==> src/include/rxfmt_pkg.sv <==
// rxfmt_pkg: constants for the receive output bus formatter.
// assumes one channel per formatter instance and a 32-bit apb slave.
package rxfmt_pkg;

	// ----------------------------------------------------------------
	// three-level select codes
	// ----------------------------------------------------------------
	localparam logic [1:0] LVL_LOW = 2'h0;
	localparam logic [1:0] LVL_MID = 2'h1;
	localparam logic [1:0] LVL_HIGH = 2'h2;
	localparam logic [1:0] LVL_BAD = 2'h3;

	// ----------------------------------------------------------------
	// register map
	// ----------------------------------------------------------------
	localparam logic [7:0] CTRL_ADDR = 8'h00;
	localparam logic [7:0] STAT_ADDR = 8'h04;
	localparam int CTRL_DEC_LSB = 0;
	localparam int CTRL_PAR_LSB = 2;
	localparam int CTRL_FRM_LSB = 4;
	localparam int CTRL_CKS_LSB = 6;
	localparam int CTRL_HALF_BIT = 8;
	localparam int CTRL_FEN_BIT = 9;
	localparam logic [31:0] CTRL_RESET = 32'h0000_0055;
	localparam logic [31:0] CTRL_MASK = 32'h0000_03FF;
	localparam int STAT_DATA_LSB = 0;
	localparam int STAT_ST_LSB = 8;
	localparam int STAT_PAR_BIT = 11;
	localparam int STAT_CLK_BIT = 12;
	localparam int STAT_PIPE_BIT = 13;
	localparam int STAT_OEN_BIT = 14;

	// ----------------------------------------------------------------
	// decoded status codes
	// ----------------------------------------------------------------
	localparam logic [2:0] ST_NORMAL = 3'h0;
	localparam logic [2:0] ST_SPECIAL = 3'h1;
	localparam logic [2:0] ST_BUF_ERR = 3'h2;
	localparam logic [2:0] ST_FRAME = 3'h3;
	localparam logic [2:0] ST_CODE_VIOL = 3'h4;
	localparam logic [2:0] ST_UNLOCK = 3'h5;
	localparam logic [2:0] ST_DISP_ERR = 3'h6;
	localparam logic [2:0] ST_INVALID = 3'h7;

	// ----------------------------------------------------------------
	// condition vector positions and link-side bundle width
	// ----------------------------------------------------------------
	localparam int COND_SPECIAL = 0;
	localparam int COND_DISP = 1;
	localparam int COND_FRAME = 2;
	localparam int COND_CODEV = 3;
	localparam int COND_INVALID = 4;
	localparam int COND_BUF = 5;
	localparam int COND_PLL = 6;
	localparam int LINK_W = 31;

endpackage : rxfmt_pkg

==> src/hw/rxfmt_parity.sv <==
// rxfmt_parity: odd parity over the bits chosen by the parity mode.
// assumes inputs are the next output register contents.
`timescale 1ns/1ps
module rxfmt_parity (
	input wire logic [7:0] data,
	input wire logic [2:0] status,
	input wire logic [1:0] par_mode,
	input wire logic bypass,
	output logic parity
);

	// ----------------------------------------------------------------
	// coverage select
	// ----------------------------------------------------------------
	always_comb begin
		unique case (par_mode)
			rxfmt_pkg::LVL_HIGH: begin
				parity = ~^{status, data};
			end
			rxfmt_pkg::LVL_MID: begin
				if (bypass) begin
					parity = ~^{status[1:0], data};
				end else begin
					parity = ~^data;
				end
			end
			default: begin
				// pin is released, so the value is don't-care
				parity = 1'b0;
			end
		endcase
	end

endmodule : rxfmt_parity

==> src/hw/rxfmt_top.sv <==
// rxfmt_top: one receive channel's output register formatter.
// assumes framer, decoder and self-test logic on the recovered clock,
// changing their outputs away from its rising edge; apb on clk.
`timescale 1ns/1ps
module rxfmt_top (
	input wire logic clk,
	input wire logic rstn,
	input wire logic psel,
	input wire logic penable,
	input wire logic pwrite,
	input wire logic [7:0] paddr,
	input wire logic [31:0] pwdata,
	output logic [31:0] prdata,
	output logic pready,
	output logic pslverr,
	input wire logic rec_clk,
	input wire logic [9:0] raw_char_bits,
	input wire logic [7:0] dec_char,
	input wire logic [6:0] dec_cond,
	input wire logic framing_char_detect,
	input wire logic selftest_active,
	input wire logic [2:0] selftest_status,
	output logic [7:0] rx_data_bits,
	output logic [2:0] rx_status_bits,
	output logic rx_parity_out,
	output logic rx_parity_oe_n,
	output logic rx_output_clock
);

	// ----------------------------------------------------------------
	// helpers
	// ----------------------------------------------------------------
	function automatic logic [1:0] norm_lvl(input logic [1:0] v);
		norm_lvl = (v == rxfmt_pkg::LVL_BAD) ? rxfmt_pkg::LVL_HIGH : v;
	endfunction : norm_lvl

	function automatic logic [2:0] prio_status(input logic [6:0] c);
		if (c[rxfmt_pkg::COND_PLL]) begin
			prio_status = rxfmt_pkg::ST_UNLOCK;
		end else if (c[rxfmt_pkg::COND_BUF]) begin
			prio_status = rxfmt_pkg::ST_BUF_ERR;
		end else if (c[rxfmt_pkg::COND_INVALID]) begin
			prio_status = rxfmt_pkg::ST_INVALID;
		end else if (c[rxfmt_pkg::COND_CODEV]) begin
			prio_status = rxfmt_pkg::ST_CODE_VIOL;
		end else if (c[rxfmt_pkg::COND_FRAME]) begin
			prio_status = rxfmt_pkg::ST_FRAME;
		end else if (c[rxfmt_pkg::COND_DISP]) begin
			prio_status = rxfmt_pkg::ST_DISP_ERR;
		end else if (c[rxfmt_pkg::COND_SPECIAL]) begin
			prio_status = rxfmt_pkg::ST_SPECIAL;
		end else begin
			prio_status = rxfmt_pkg::ST_NORMAL;
		end
	endfunction : prio_status

	// ----------------------------------------------------------------
	// link-side synchroniser
	// ----------------------------------------------------------------
	// data is assumed stable around the rec_clk rise, so the bundle
	// travels through the same two stages as the clock itself
	logic [rxfmt_pkg::LINK_W-1:0] link_s1_ff;
	logic [rxfmt_pkg::LINK_W-1:0] link_s2_ff;
	logic rec_d_ff;
	always_ff @(posedge clk or negedge rstn) begin
		if (!rstn) begin
			link_s1_ff <= '0;
			link_s2_ff <= '0;
			rec_d_ff <= 1'b0;
		end else begin
			link_s1_ff <= {rec_clk, raw_char_bits, dec_char, dec_cond,
				framing_char_detect, selftest_active, selftest_status};
			link_s2_ff <= link_s1_ff;
			rec_d_ff <= link_s2_ff[30];
		end
	end

	logic rec_s;
	logic [9:0] raw_s;
	logic [7:0] dec_s;
	logic [6:0] cond_s;
	logic frame_s;
	logic st_act_s;
	logic [2:0] st_stat_s;
	assign {rec_s, raw_s, dec_s, cond_s, frame_s, st_act_s, st_stat_s} =
		link_s2_ff;
	logic rise;
	logic fall;
	assign rise = rec_s & ~rec_d_ff;
	assign fall = ~rec_s & rec_d_ff;

	// ----------------------------------------------------------------
	// apb slave
	// ----------------------------------------------------------------
	logic [31:0] ctrl_ff, nxt_ctrl;
	logic [31:0] prdata_ff, nxt_prdata;
	logic pready_ff, nxt_pready;
	logic pslverr_ff, nxt_pslverr;
	logic [31:0] stat_word;
	logic [1:0] dec_mode, par_mode, frm_mode, cks_mode;
	logic half_rate, fen;

	assign dec_mode = ctrl_ff[rxfmt_pkg::CTRL_DEC_LSB +: 2];
	assign par_mode = ctrl_ff[rxfmt_pkg::CTRL_PAR_LSB +: 2];
	assign frm_mode = ctrl_ff[rxfmt_pkg::CTRL_FRM_LSB +: 2];
	assign cks_mode = ctrl_ff[rxfmt_pkg::CTRL_CKS_LSB +: 2];
	assign half_rate = ctrl_ff[rxfmt_pkg::CTRL_HALF_BIT];
	assign fen = ctrl_ff[rxfmt_pkg::CTRL_FEN_BIT];

	always_comb begin
		nxt_ctrl = ctrl_ff;
		nxt_prdata = prdata_ff;
		// answer one cycle after setup; access phase is one cycle
		nxt_pready = psel & ~penable;
		nxt_pslverr = 1'b0;
		if (psel & ~penable) begin
			nxt_pslverr = (paddr != rxfmt_pkg::CTRL_ADDR) &&
				(paddr != rxfmt_pkg::STAT_ADDR || pwrite);
			if (pwrite || nxt_pslverr) begin
				nxt_prdata = '0;
			end else if (paddr == rxfmt_pkg::CTRL_ADDR) begin
				nxt_prdata = ctrl_ff;
			end else begin
				nxt_prdata = stat_word;
			end
		end
		if (psel & penable & pready_ff & pwrite & ~pslverr_ff) begin
			nxt_ctrl = pwdata & rxfmt_pkg::CTRL_MASK;
			nxt_ctrl[rxfmt_pkg::CTRL_DEC_LSB +: 2] =
				norm_lvl(pwdata[rxfmt_pkg::CTRL_DEC_LSB +: 2]);
			nxt_ctrl[rxfmt_pkg::CTRL_PAR_LSB +: 2] =
				norm_lvl(pwdata[rxfmt_pkg::CTRL_PAR_LSB +: 2]);
			nxt_ctrl[rxfmt_pkg::CTRL_FRM_LSB +: 2] =
				norm_lvl(pwdata[rxfmt_pkg::CTRL_FRM_LSB +: 2]);
			nxt_ctrl[rxfmt_pkg::CTRL_CKS_LSB +: 2] =
				norm_lvl(pwdata[rxfmt_pkg::CTRL_CKS_LSB +: 2]);
		end
	end

	always_ff @(posedge clk or negedge rstn) begin
		if (!rstn) begin
			ctrl_ff <= rxfmt_pkg::CTRL_RESET;
			prdata_ff <= '0;
			pready_ff <= 1'b0;
			pslverr_ff <= 1'b0;
		end else begin
			ctrl_ff <= nxt_ctrl;
			prdata_ff <= nxt_prdata;
			pready_ff <= nxt_pready;
			pslverr_ff <= nxt_pslverr;
		end
	end

	assign prdata = prdata_ff;
	assign pready = pready_ff;
	assign pslverr = pslverr_ff;

	// ----------------------------------------------------------------
	// character formatting and alignment
	// ----------------------------------------------------------------
	logic [11:0] pipe_ff, nxt_pipe;
	logic pipe_sel_ff, nxt_pipe_sel;
	logic [7:0] data_ff, nxt_data;
	logic [2:0] st_ff, nxt_st;
	logic par_ff, nxt_par;
	logic oen_ff, nxt_oen;
	logic oclk_ff, nxt_oclk;
	logic stretch_ff, nxt_stretch;
	logic [11:0] direct;
	logic [11:0] load;
	logic bypass, rising_phase, adjust, low_lat, par_bit;

	assign bypass = (dec_mode == rxfmt_pkg::LVL_LOW);
	assign low_lat = (frm_mode == rxfmt_pkg::LVL_LOW);
	// one output clock rise per two characters in half rate
	assign rising_phase = ~half_rate | ~oclk_ff;
	assign adjust = fen & half_rate & frame_s;

	always_comb begin
		// word is {framing flag, status, data}
		direct = {frame_s, prio_status(cond_s), dec_s};
		if (st_act_s) begin
			direct[10:8] = st_stat_s;
		end else if (bypass) begin
			// status 2 is the framer's boundary-qualified match flag
			direct[10:8] = {frame_s, raw_s[0], raw_s[1]};
		end
		if (bypass) begin
			direct[7:0] = raw_s[9:2];
		end
	end

	always_comb begin
		nxt_pipe = pipe_ff;
		nxt_pipe_sel = pipe_sel_ff;
		nxt_oclk = oclk_ff;
		nxt_stretch = stretch_ff;
		nxt_oen = (par_mode == rxfmt_pkg::LVL_LOW);
		if (rise) begin
			nxt_pipe = direct;
			nxt_oclk = half_rate ? ~oclk_ff : 1'b1;
			if (adjust & ~low_lat) begin
				// the framing char lands on a rise: now, or one later
				nxt_pipe_sel = ~rising_phase;
			end
			if (adjust & low_lat & ~rising_phase &
				(cks_mode != rxfmt_pkg::LVL_LOW)) begin
				// fall now, rise mid-character with framing still held
				nxt_oclk = 1'b0;
				nxt_stretch = 1'b1;
			end
		end else if (fall) begin
			if (stretch_ff) begin
				nxt_oclk = 1'b1;
				nxt_stretch = 1'b0;
			end else if (!half_rate) begin
				nxt_oclk = 1'b0;
			end
		end
	end

	assign load = nxt_pipe_sel ? pipe_ff : direct;

	rxfmt_parity u_parity (
		.data(load[7:0]),
		.status(load[10:8]),
		.par_mode(par_mode),
		.bypass(bypass),
		.parity(par_bit)
	);

	always_comb begin
		nxt_data = data_ff;
		nxt_st = st_ff;
		nxt_par = par_ff;
		if (rise) begin
			nxt_data = load[7:0];
			nxt_st = load[10:8];
			nxt_par = par_bit;
		end
	end

	always_ff @(posedge clk or negedge rstn) begin
		if (!rstn) begin
			pipe_ff <= '0;
			pipe_sel_ff <= 1'b0;
			data_ff <= '0;
			st_ff <= '0;
			par_ff <= 1'b0;
			oen_ff <= 1'b1;
			oclk_ff <= 1'b0;
			stretch_ff <= 1'b0;
		end else begin
			pipe_ff <= nxt_pipe;
			pipe_sel_ff <= nxt_pipe_sel;
			data_ff <= nxt_data;
			st_ff <= nxt_st;
			par_ff <= nxt_par;
			oen_ff <= nxt_oen;
			oclk_ff <= nxt_oclk;
			stretch_ff <= nxt_stretch;
		end
	end

	assign rx_data_bits = data_ff;
	assign rx_status_bits = st_ff;
	assign rx_parity_out = par_ff;
	assign rx_parity_oe_n = oen_ff;
	assign rx_output_clock = oclk_ff;

	always_comb begin
		stat_word = '0;
		stat_word[rxfmt_pkg::STAT_DATA_LSB +: 8] = data_ff;
		stat_word[rxfmt_pkg::STAT_ST_LSB +: 3] = st_ff;
		stat_word[rxfmt_pkg::STAT_PAR_BIT] = par_ff;
		stat_word[rxfmt_pkg::STAT_CLK_BIT] = oclk_ff;
		stat_word[rxfmt_pkg::STAT_PIPE_BIT] = pipe_sel_ff;
		stat_word[rxfmt_pkg::STAT_OEN_BIT] = oen_ff;
	end

	// ----------------------------------------------------------------
	// checks
	// ----------------------------------------------------------------
	logic load_q_ff;
	always_ff @(posedge clk or negedge rstn) begin
		if (!rstn) begin
			load_q_ff <= 1'b0;
		end else begin
			load_q_ff <= rise;
		end
	end
endmodule : rxfmt_top

==> config.mk <==
export PLATFORM = sky130hd
export DESIGN_NAME = rxfmt_top
export DESIGN_NICKNAME = d
export VERILOG_FILES = /design/src/include/rxfmt_pkg.sv /design/src/hw/rxfmt_parity.sv /design/src/hw/rxfmt_top.sv
export SDC_FILE = /design/constraint.sdc
export NUM_CORES = 1
export LEC_CHECK = 0
export BUFFER_PORTS_ARGS = -buffer_cell sky130_fd_sc_hd__buf_2
export CAP_MARGIN = 20
export CORE_MARGIN = 2
export CORE_UTILIZATION = 46
export DETAILED_ROUTE_END_ITERATION = 10
export HOLD_SLACK_MARGIN = 0.15
export PLACE_DENSITY = 0.74
export SYNTH_ARGS = -nofsm -noshare
export SYNTH_HDL_FRONTEND = slang
export SYNTH_SLANG_ARGS = --single-unit
==> constraint.sdc <==
create_clock -name clk -period 2.3 [get_ports clk]
set_input_delay 0.115 -clock clk [delete_from_list [all_inputs] [get_ports clk]]
set_output_delay 0.115 -clock clk [all_outputs]
set_load 0.03 [all_outputs]
======== After elaboration in Yosys (flattened, before gate mapping) ========
Index checks and enable logic that the tools add are counted.
operators by class
  equal/unequal tests ..................... 9
  mux-type cells .......................... 31
  bitwise gates (word level) .............. 22
  reductions and logical operators ........ 15
operators by type and width
  cell                                                    number
  2-to-1 mux 15 bit                                       2
  2-to-1 mux 3 bit                                        8
  2-to-1 mux 1 bit                                        14
  bitwise AND 1 bit                                       13
  2-to-1 mux 11 bit                                       1
  XNOR reduction 11 bit                                   1
  equality test 2 bit (second input constant)             5
  XNOR reduction 10 bit                                   1
  zero test 8 bit                                         1
  2-to-1 mux 2 bit                                        4
  2-to-1 mux 8 bit                                        1
  inequality test 8 x 3 -> 1 bit (second input constant)  1
  inverter 1 bit                                          8
  nonzero test 8 bit                                      1
  XNOR reduction 8 bit                                    1
  zero test 2 bit                                         3
  AND reduction 2 bit                                     2
  nonzero test 2 bit                                      2
  inequality test 3 x 2 -> 1 bit (second input constant)  1
  equality test 2 x 1 -> 1 bit (second input constant)    1
  logical OR 1 bit                                        2
  inequality test 2 x 1 -> 1 bit (second input constant)  1
  case mux 1 bit (2 select lines)                         1
  logical AND 1 bit                                       1
  OR 1 bit                                                1
storage, ports and cells
  bits in registers ....................... 134
  bits of input ports ..................... 76
  output and inout bits ................... 48
  word-level logic and storage cells ...... 92

======== Longest topological paths before layout ========
Gate-level depths: netlist (run 1).
  word-level depth ........................ 13
  depth in mapped cells ................... 12

======== Modules after synthesis ========
A second synthesis (run 1) with hierarchy kept.
unflattened totals
  cell total of the unflattened synthesis .. 360
  area, all modules ....................... 4,498.1 sq um
modules (own cells, without submodules)
  module        times used  cells an instance  area an instance (sq um)
  rxfmt_top     1           339                4,331.7
  rxfmt_parity  1           21                 166.4

======== Worst setup path before layout (run 1) ========
No wires, ideal clock.
  path kind ............................... register to register
  start point ............................. reg rec_d_ff
  end point ............................... reg par_ff (netlist: rx_parity_out)
  arrival ................................. 2,165 ps
  data required time ...................... 2,213 ps
  path slack .............................. 48 ps
  cell stages (with the launch flop) ...... 13
  buffers on the path ..................... 2
  period minus slack after synthesis ...... 2,252 ps
  path through ............................ dfrtp_1 inv_1 ha_1 buf_6 o21ai_2 nor2_2 mux2i_2 buf_6 mux2i_4 xor2_1 xnor3_1 nand4b_1 o211ai_1
on the way
  word-level cells in the longest chain between the ends .. 7
  elaborated cells between the ends (all ways) .. 9
  those cells by class .................... mux (4); bitwise (2); reduce/logical (3)
RTL lines
  element                                                        line                                    source
  from (decl)                                                    rxfmt_top.sv:64                         logic rec_d_ff;
  from (signal assigned)                                         rxfmt_top.sv:74                         rec_d_ff <= link_s2_ff[30];
  inverter 1 bit *                                               rxfmt_top.sv:89                         assign rise = rec_s & ~rec_d_ff;
  bitwise AND 1 bit *                                            rxfmt_top.sv:89
  2-to-1 mux 1 bit                                               rxfmt_top.sv:199                        if (rise) begin
  2-to-1 mux 11 bit                                              rxfmt_top.sv:222                        assign load = nxt_pipe_sel ? pipe_ff : direct;
  XNOR reduction 10 bit or XNOR reduction 8 bit (tied branches)  rxfmt_parity.sv:22, rxfmt_parity.sv:24
  2-to-1 mux 1 bit                                               rxfmt_parity.sv:21                      if (bypass) begin
  case mux 1 bit (2 select lines)                                rxfmt_parity.sv:16                      unique case (par_mode)
  to (signal assigned)                                           rxfmt_top.sv:258                        par_ff <= nxt_par;
  to (decl)                                                      rxfmt_top.sv:165                        logic par_ff, nxt_par;
Every way passes the cells marked *; elsewhere a longest branch is shown, timed or not.
A chain may end at the register's enable or synchronous reset.

======== Worst setup path in the final report (run 1) ========
  start point ............................. reg rec_d_ff
  end point ............................... reg par_ff (netlist: rx_parity_out)
on the way
  word-level cells in the longest chain between the ends .. 7
  elaborated cells between the ends (all ways) .. 9
  those cells by class .................... mux (4); bitwise (2); reduce/logical (3)
RTL lines
  element                                                        line                                    source
  inverter 1 bit *                                               rxfmt_top.sv:89
  bitwise AND 1 bit *                                            rxfmt_top.sv:89
  2-to-1 mux 1 bit *                                             rxfmt_top.sv:199
  net nxt_pipe_sel                                               rxfmt_top.sv:162                        logic pipe_sel_ff, nxt_pipe_sel;
  2-to-1 mux 11 bit *                                            rxfmt_top.sv:222
  XNOR reduction 10 bit or XNOR reduction 8 bit (tied branches)  rxfmt_parity.sv:22, rxfmt_parity.sv:24
  2-to-1 mux 1 bit                                               rxfmt_parity.sv:21
  case mux 1 bit (2 select lines) *                              rxfmt_parity.sv:16
Mark *: on every way through the listed nets, which the timed path passes. The rest lies on a longest branch.

==> metrics.md, run 1 <==
| Metric | Value |
|---|---|
| Setup WS post-layout | -28.95 ps |
| Clock tree sinks | around 120 |
| Largest net degree at the start of global routing | between 60 and 70 |
| Post-synth EDFFs | 0 |
| Synth top area share | 0.6145 |
| Nets@finish | approximately 600 |
| First-pass GRT wire length | 15,060 µm |
| Total grt overflow | 0 |
| Top-count cell post-synth | dfrtp_1 |
| Final WL | just under 9000 µm |
| RSZ-0062 raised after global routing | true |
| Leakage | slightly below 0.003 µW |
| HPWL after detailed placement | 5730 µm |
| Vias per cell | around 4.7 |
| Fin crit period | ~2300 ps |
| Area contributors post-synth | dfrtp_1 (61%), mux2_2 (4.4%), mux2i_1 (4.4%) |
| Die X | just over 100 µm |
| Non-Filler Instances | about 650 |
| Fill count | between 700 and 800 |
| Most common flop cell mapped by yosys | dfrtp_1 |
| Startpoint Class | flop |
| Port Buffers | between 80 and 90 |
| Clock skew | 13.40 ps |
| Clock Latency Late Sink | approximately 520 ps |
| Worst-case reg-to-reg path depth | 11 |
| Final GP Congestion | just under 0.8 |
| Synth warnings | 0 |
| Crit. End Element | flop |
| DR DRC count | 0 |
| Placed insts | 570 |
| Initial antenna violation count | 0 |
| Synth unique cells | 44 |
| Final Slew Violations | 0 |
| I/O pin cnt | between 100 and 150 |
| Normalized max-slew margin | 0.6539 |
| Clk buf depth | 2 |
| # Max-Cap Violations | 0 |
| Final Util | 0.6432 |
| Starting DRT DRC Count | 127 |
| Inserted Clock Buffers | 17 |
| Hold/Removal Path Class | primary input to flop |
| Final Cycle Share | 1.013 |
| Setup WS pre-CTS | -95.83 ps |
| Sequential-to-total area share from yosys stat | 0.6433 |
| Worst-path maximum fanout | 7 |
| Routed len/inst | roughly 14 µm |
| Post-route setup TNS | -28.95 ps |
| Vias in the first global route | ~3,100 |
| Leading area contributor after synthesis | dfrtp_1 |
| Die area | around 11,000 µm² |
| Slew @ Worst Pin | around 520 ps |
| Commonest cells in the netlist | dfrtp_1 (112), nor2_1 (29), a21oi_1 (23) |
| Reg-to-reg slack, setup | -30 ps |
| Clock root buffer | clkbuf_8 |
| Status | complete, but fails checks |
| Min-Delay Path Depth | 2 |
| H-Tree Depth | 4 |
| Row count | 36 |
| Post-route ant nets | 0 |
| Inserted Diodes | 0 |
| Pre-antenna DRT Iters | 4 |
| Fin. Hold Viols | 0 |
| Synth Instances | between 300 and 400 |
| CTS tree | yes |
| Initial Util | 0.4709 |
| Critical Path AT | approximately 2800 ps |
| Mapped Avg Cell Area | between 10 and 15 µm² |
| Crit path kind | flop to flop |
| Vias | approximately 3,100 |
| Crit path launch | rec_d_ff |
| Worst r2r dst | rx_parity_out |
| Layout cell share with drive strength beyond 1 | 0.3096 |
| Clk pin slew, worst setup/hold paths | 60 ps |
| Die Ht | roughly 100 µm |
| Worst vdd rail ir drop | ~0.64 mV |
| GRT Util Overall | 0.1800 |
| Hold endpoint | link_s1_ff[25] |
| Hold Crit Start | raw_char_bits[5] |
| Pwr Density | roughly 970 nW/µm² |
| Failing checks | negative setup slack |
| Area Growth Syn to Fin | 36.57% |
| Core ar. | just under 10,000 µm² |
| Setup Viol. Count Final | 1 |
| Mapped Area | approximately 4600 µm² |
| Synth Register Bits | 117 |
| Worst R2R Start | rec_d_ff |
| Critical Path RT | 2730 ps |
| Achievable Freq | between 400 and 500 MHz |
| Async set or reset register ratio after synthesis | 1.000 |
## repair_timing
action,4_1_cts,5_1_grt
setup buffers,0,0
gates resized for setup,5,0
setup endpoints to repair,1,1
pin swaps,1,0
hold endpoints to repair,170,0
hold buffers,51,0
## metrics by stage
step,hold WS (ps),total power (µW),instance area [µm²]
floorplan,-180.6,3140,4621
global placement,-34.95,3430,5115
detailed placement,-33.88,3453,5115
CTS,192.9,6079,6228
global route,220.3,6290,6228
finish,231.4,6037,6228
## critical path: stages (launching register included)
cell      delay [ps]
dfrtp_1          380
inv_1             60
ha_2             170
o21ai_2           60
nor2_2           130
mux2i_2          250
buf_6            160
inv_1             70
o31ai_2          220
xnor3_1          450
nand4b_1         180
o211ai_1         110
## placed cells by master (no fill, tap or decap), types with 9 or more instances in the layout
cell type / synthesis / routed
xnor2_1: 19 / 19
buf_4: 17 / 10
nor2_1: 29 / 29
dlygate4sd3_1: 0 / 51
o21ai_0: 16 / 16
mux2i_1: 20 / 20
mux2_2: 18 / 17
clkbuf_16: 0 / 16
nand2_1: 18 / 18
inv_1: 11 / 11
a21oi_1: 23 / 23
nand2b_1: 9 / 9
conb_1: 1 / 17
buf_2: 2 / 83
dfrtp_1: 112 / 112
## power breakdown
part	leakage (µW)	internal, µW	switching (µW)
clock	0.000274	1580	953
combinational	0.00124	485	573
sequential	0.00140	2270	179
## worst max-delay path by stage
stage,end,slack (ps),depth (start not counted)
final,rx_parity_out,-30,11
after global routing,rx_parity_out,-120,11
after CTS,rx_parity_out,-30,11
after detailed placement,rx_parity_out,-100,11
after global placement,rx_parity_out,20,11
after floorplan,rx_parity_out,50,12
## layout make-up
class	count	area, µm²	area share
Sequential cell	117	2934	0.4711
Multi-Input combinational cell	214	1474	0.2366
Timing Repair Buffer	146	1032	0.1657
Clock buffer	18	427.9	0.06870
Tap cell	133	166.4	0.02672
Clock inverter	14	152.6	0.02451
Inverter	11	41.29	0.006629
## cell families (layout without fill, tap and decap cells)
family          Yosys count  count (layout)  share of synthesized area
buf+inv                  40             189                    0.05075
simple gates             73              73                    0.07572
mux                      40              40                    0.09629
other cells               1              17                  0.0008223
fa+ha+maj                 5               5                    0.01372
flops                   117             117                     0.6433
xor+xnor                 23              23                    0.04719
compound gates           56              56                    0.07216
## layer usage
metal	routed length, µm	track usage
met5	0	0
met4	112	0.06564
met3	439	0.05853
met2	4356	0.2975
met1	3985	0.2230
## registers in the layout (all words and copies together), names as in the netlist
signal           count
prdata              15
ctrl_ff             10
link_s1_ff          31
pslverr              1
rx_status_bits       3
stretch_ff           1
rx_parity_out        1
pready               1
rx_data_bits         8
rx_output_clock      1
pipe_sel_ff          1
pipe_ff             11
rx_parity_oe_n       1
link_s2_ff          31
rec_d_ff             1
Note: power is estimated with default switching activity, not from simulation.
==> inputs of run 2 (changes only) <==
--- a/config.mk
+++ b/config.mk
@@ -11,7 +11,7 @@
 export CORE_UTILIZATION = 46
 export DETAILED_ROUTE_END_ITERATION = 10
 export HOLD_SLACK_MARGIN = 0.15
-export PLACE_DENSITY = 0.74
+export PLACE_DENSITY_LB_ADDON = 0.2
 export SYNTH_ARGS = -nofsm -noshare
 export SYNTH_HDL_FRONTEND = slang
 export SYNTH_SLANG_ARGS = --single-unit
==> metrics.md, run 2 (same netlist as run 1, synthesis figures left out) <==
| Metric | Value |
|---|---|
| Status | complete, but fails checks |
| Failing checks | negative setup slack |
| Final GP Congestion | 0.8421 (+8.1%) |
| DR DRC count | 0 (unchanged) |
| Clock root buffer | clkbuf_8 |
| Critical Path End | rx_parity_out |
| Fin. Hold Viols | 0 (unchanged) |
| Commonest non-fill, non-tap cell in the layout | dfrtp_1 |
| Placed cell area | 5115 µm² (unchanged) |
| Initial antenna violation count | 0 (unchanged) |
| Nets@finish | 590 (+0.34%) |
| Pre-antenna DRT Iters | 4 (unchanged) |
| Setup WS post-layout | -28.68 ps (+0.2620 ps) |
| RSZ-0062 raised after global routing | true |
| CTS tree | yes |
| Sw Ratio | 0.2908 (+0.008499) |
| Clk buf depth | 2 (unchanged) |
| H-Tree Depth | 4 (unchanged) |
| Final Slew Violations | 0 (unchanged) |
| Die X | 103.6 µm (unchanged) |
| Setup WS pre-CTS | -112.7 ps (-16.85 ps) |
| # Max-Cap Violations | 0 (unchanged) |
| Vias per cell | 4.553 (-3.0%) |
| Worst r2r dst | rx_parity_out |
| Port Buffers | 84 (unchanged) |
| Final WL | 8673 µm (-2.5%) |
| Initial Util | 0.4709 (unchanged) |
| Clock skew | 14.91 ps (+1.515 ps) |
| Reg-to-reg slack, setup | -30 ps (about the same) |
| Part of the power in combinational logic | 0.179 (+0.004) |
| Vias in the first global route | 2,972 (-5.2%) |
| Row count | 36 (unchanged) |
| Inserted Clock Buffers | 17 (unchanged) |
| Starting DRT DRC Count | 132 (+3.9%) |
| Worst-path maximum fanout | 4 (-3) |
| Final instance area | 6241 µm² (+0.20%) |
| Most frequent cells in the layout | dfrtp_1 (112), buf_2 (83), dlygate4sd3_1 (50) |
| Layout cell share with drive strength beyond 1 | 0.3142 (+0.004561) |
| First-pass GRT wire length | 14,500 µm (-3.7%) |
| Clock tree sinks | 117 (unchanged) |
| Startpoint Class | flop |
| Final Cycle Share | 1.012 (about the same) |
| Die area | 10,730 µm² (unchanged) |
| Placed insts | 570 (unchanged) |
| Die Ht | 103.6 µm (unchanged) |
| Clk pin slew, worst setup/hold paths | 60 ps (about the same) |
| Vias | 2,982 (-2.7%) |
| Achievable Freq | 429.4 MHz (about the same) |
| Cell-internal power | 4225 µW (-2.5%) |
| Area Growth Syn to Fin | 36.85% |
| P_sw | 1733 µW (+1.7%) |
| Clk pwr share | 0.410 (-0.009) |
| Pwr Density | 954.7 nW/µm² (-1.5%) |
| Worst-case reg-to-reg path depth | 11 (unchanged) |
| Core ar. | 9684 µm² (unchanged) |
| Clock Latency Late Sink | 520 ps (about the same) |
| Non-Filler Instances | 655 (+0.31%) |
| Hold/Removal Path Class | primary input to asynchronous set/reset pin |
| Crit path kind | flop to flop |
| Flop pwr share | 0.411 (+0.005) |
| Critical Path AT | 2750 ps (about the same) |
| Crit. End Element | flop |
| Post-route ant nets | 0 (unchanged) |
| Inserted Diodes | 0 (unchanged) |
| Worst R2R Start | rec_d_ff |
| Fin crit period | 2329 ps (-0.2620 ps) |
| Largest net degree at the start of global routing | 53 (-20%) |
| Critical Path RT | 2720 ps (about the same) |
| Routed len/inst | 13.24 µm (-2.8%) |
| Setup Viol. Count Final | 1 (unchanged) |
| I/O pin cnt | 124 (unchanged) |
| Worst hold margin | 187.4 ps (-44.02 ps) |
| Leakage | 0.002913 µW (+0.12%) |
| Crit path launch | rec_d_ff |
| Total grt overflow | 0 (unchanged) |
| Worst vdd rail ir drop | 0.5272 mV (-17%) |
| GRT Util Overall | 0.1747 (-0.005326) |
| HPWL after detailed placement | 5758 µm (+0.48%) |
## run 2: cell count changes in the layout (fill, tap and decap cells not counted), moves of 2 or more
cell,before,now
buf_4,10,12
inv_6,3,6
inv_8,0,2
clkinv_4,3,1
## run 2: per-layer routing
layer	track usage	wire length (µm)	up-vias
li1	-	-	1483
met1	0.2200	3903	1382
met2	0.2819	4111	105
met3	0.05412	512	12
met4	0.07336	146	0
met5	0	0	-
## run 2: area by class of cell
class                           instances  area, µm²
Tap cell                              133      166.4
Multi-Input combinational cell        214       1483
Inverter                               11      41.29
Sequential cell                       117       2934
Clock inverter                         14      141.4
Timing Repair Buffer                  148       1057
Fill cell                             757       3443
Clock buffer                           18      417.9
## run 2: critical path, cell delays in order, from the launching register on
cell      delay (ps)
dfrtp_1          370
inv_1             60
ha_2             180
o21ai_2           60
nor2_2           110
mux2i_2          300
buf_4            190
mux2i_4          260
xor2_2           200
xnor3_1          250
nand4b_1         180
o211ai_1         100
## run 2: worst min-delay path by stage
| stage | end | slack, ps | depth (start not counted) |
|---|---|---|---|
| after floorplan | ctrl_ff[1] | -180 | 0 |
| after global placement | prdata[5] | 100 | 1 |
| after detailed placement | prdata[5] | 100 | 1 |
| after global routing | ctrl_ff[0] | 190 | 2 |
| after CTS | ctrl_ff[6] | 170 | 4 |
| final | ctrl_ff[0] | 190 | 2 |
## run 2: per-stage QoR
| stage | util | setup TNS, ps | total power, µW |
|---|---|---|---|
| 5_1_grt | 0.6444 | -229.6 | 6226 |
| 6_report | 0.6444 | -28.68 | 5958 |
| 3_5_place_dp | 0.5282 | -112.7 | 3458 |
| 3_3_place_gp | 0.5282 | 0 | 3432 |
| 2_1_floorplan | - | 0 | 3140 |
| 4_1_cts | 0.6425 | -52.53 | 6008 |
## run 2: power by group through the flow
stage	clock network [µW]	logic, µW	registers [µW]
2_1_floorplan	0	566	2570
3_3_place_gp	0	958	2470
3_5_place_dp	0	977	2480
4_1_cts	2490	1070	2450
5_1_grt	2590	1160	2470
6_report	2450	1070	2450
## run 2: timing repair
item | CTS | global route
pin swaps | 1 | 2
setup endpoints to repair | 1 | 1
resized for setup | 5 | 1
hold endpoints to repair | 173 | 0
hold buffers | 51 | 0
buffers inserted | 0 | 2
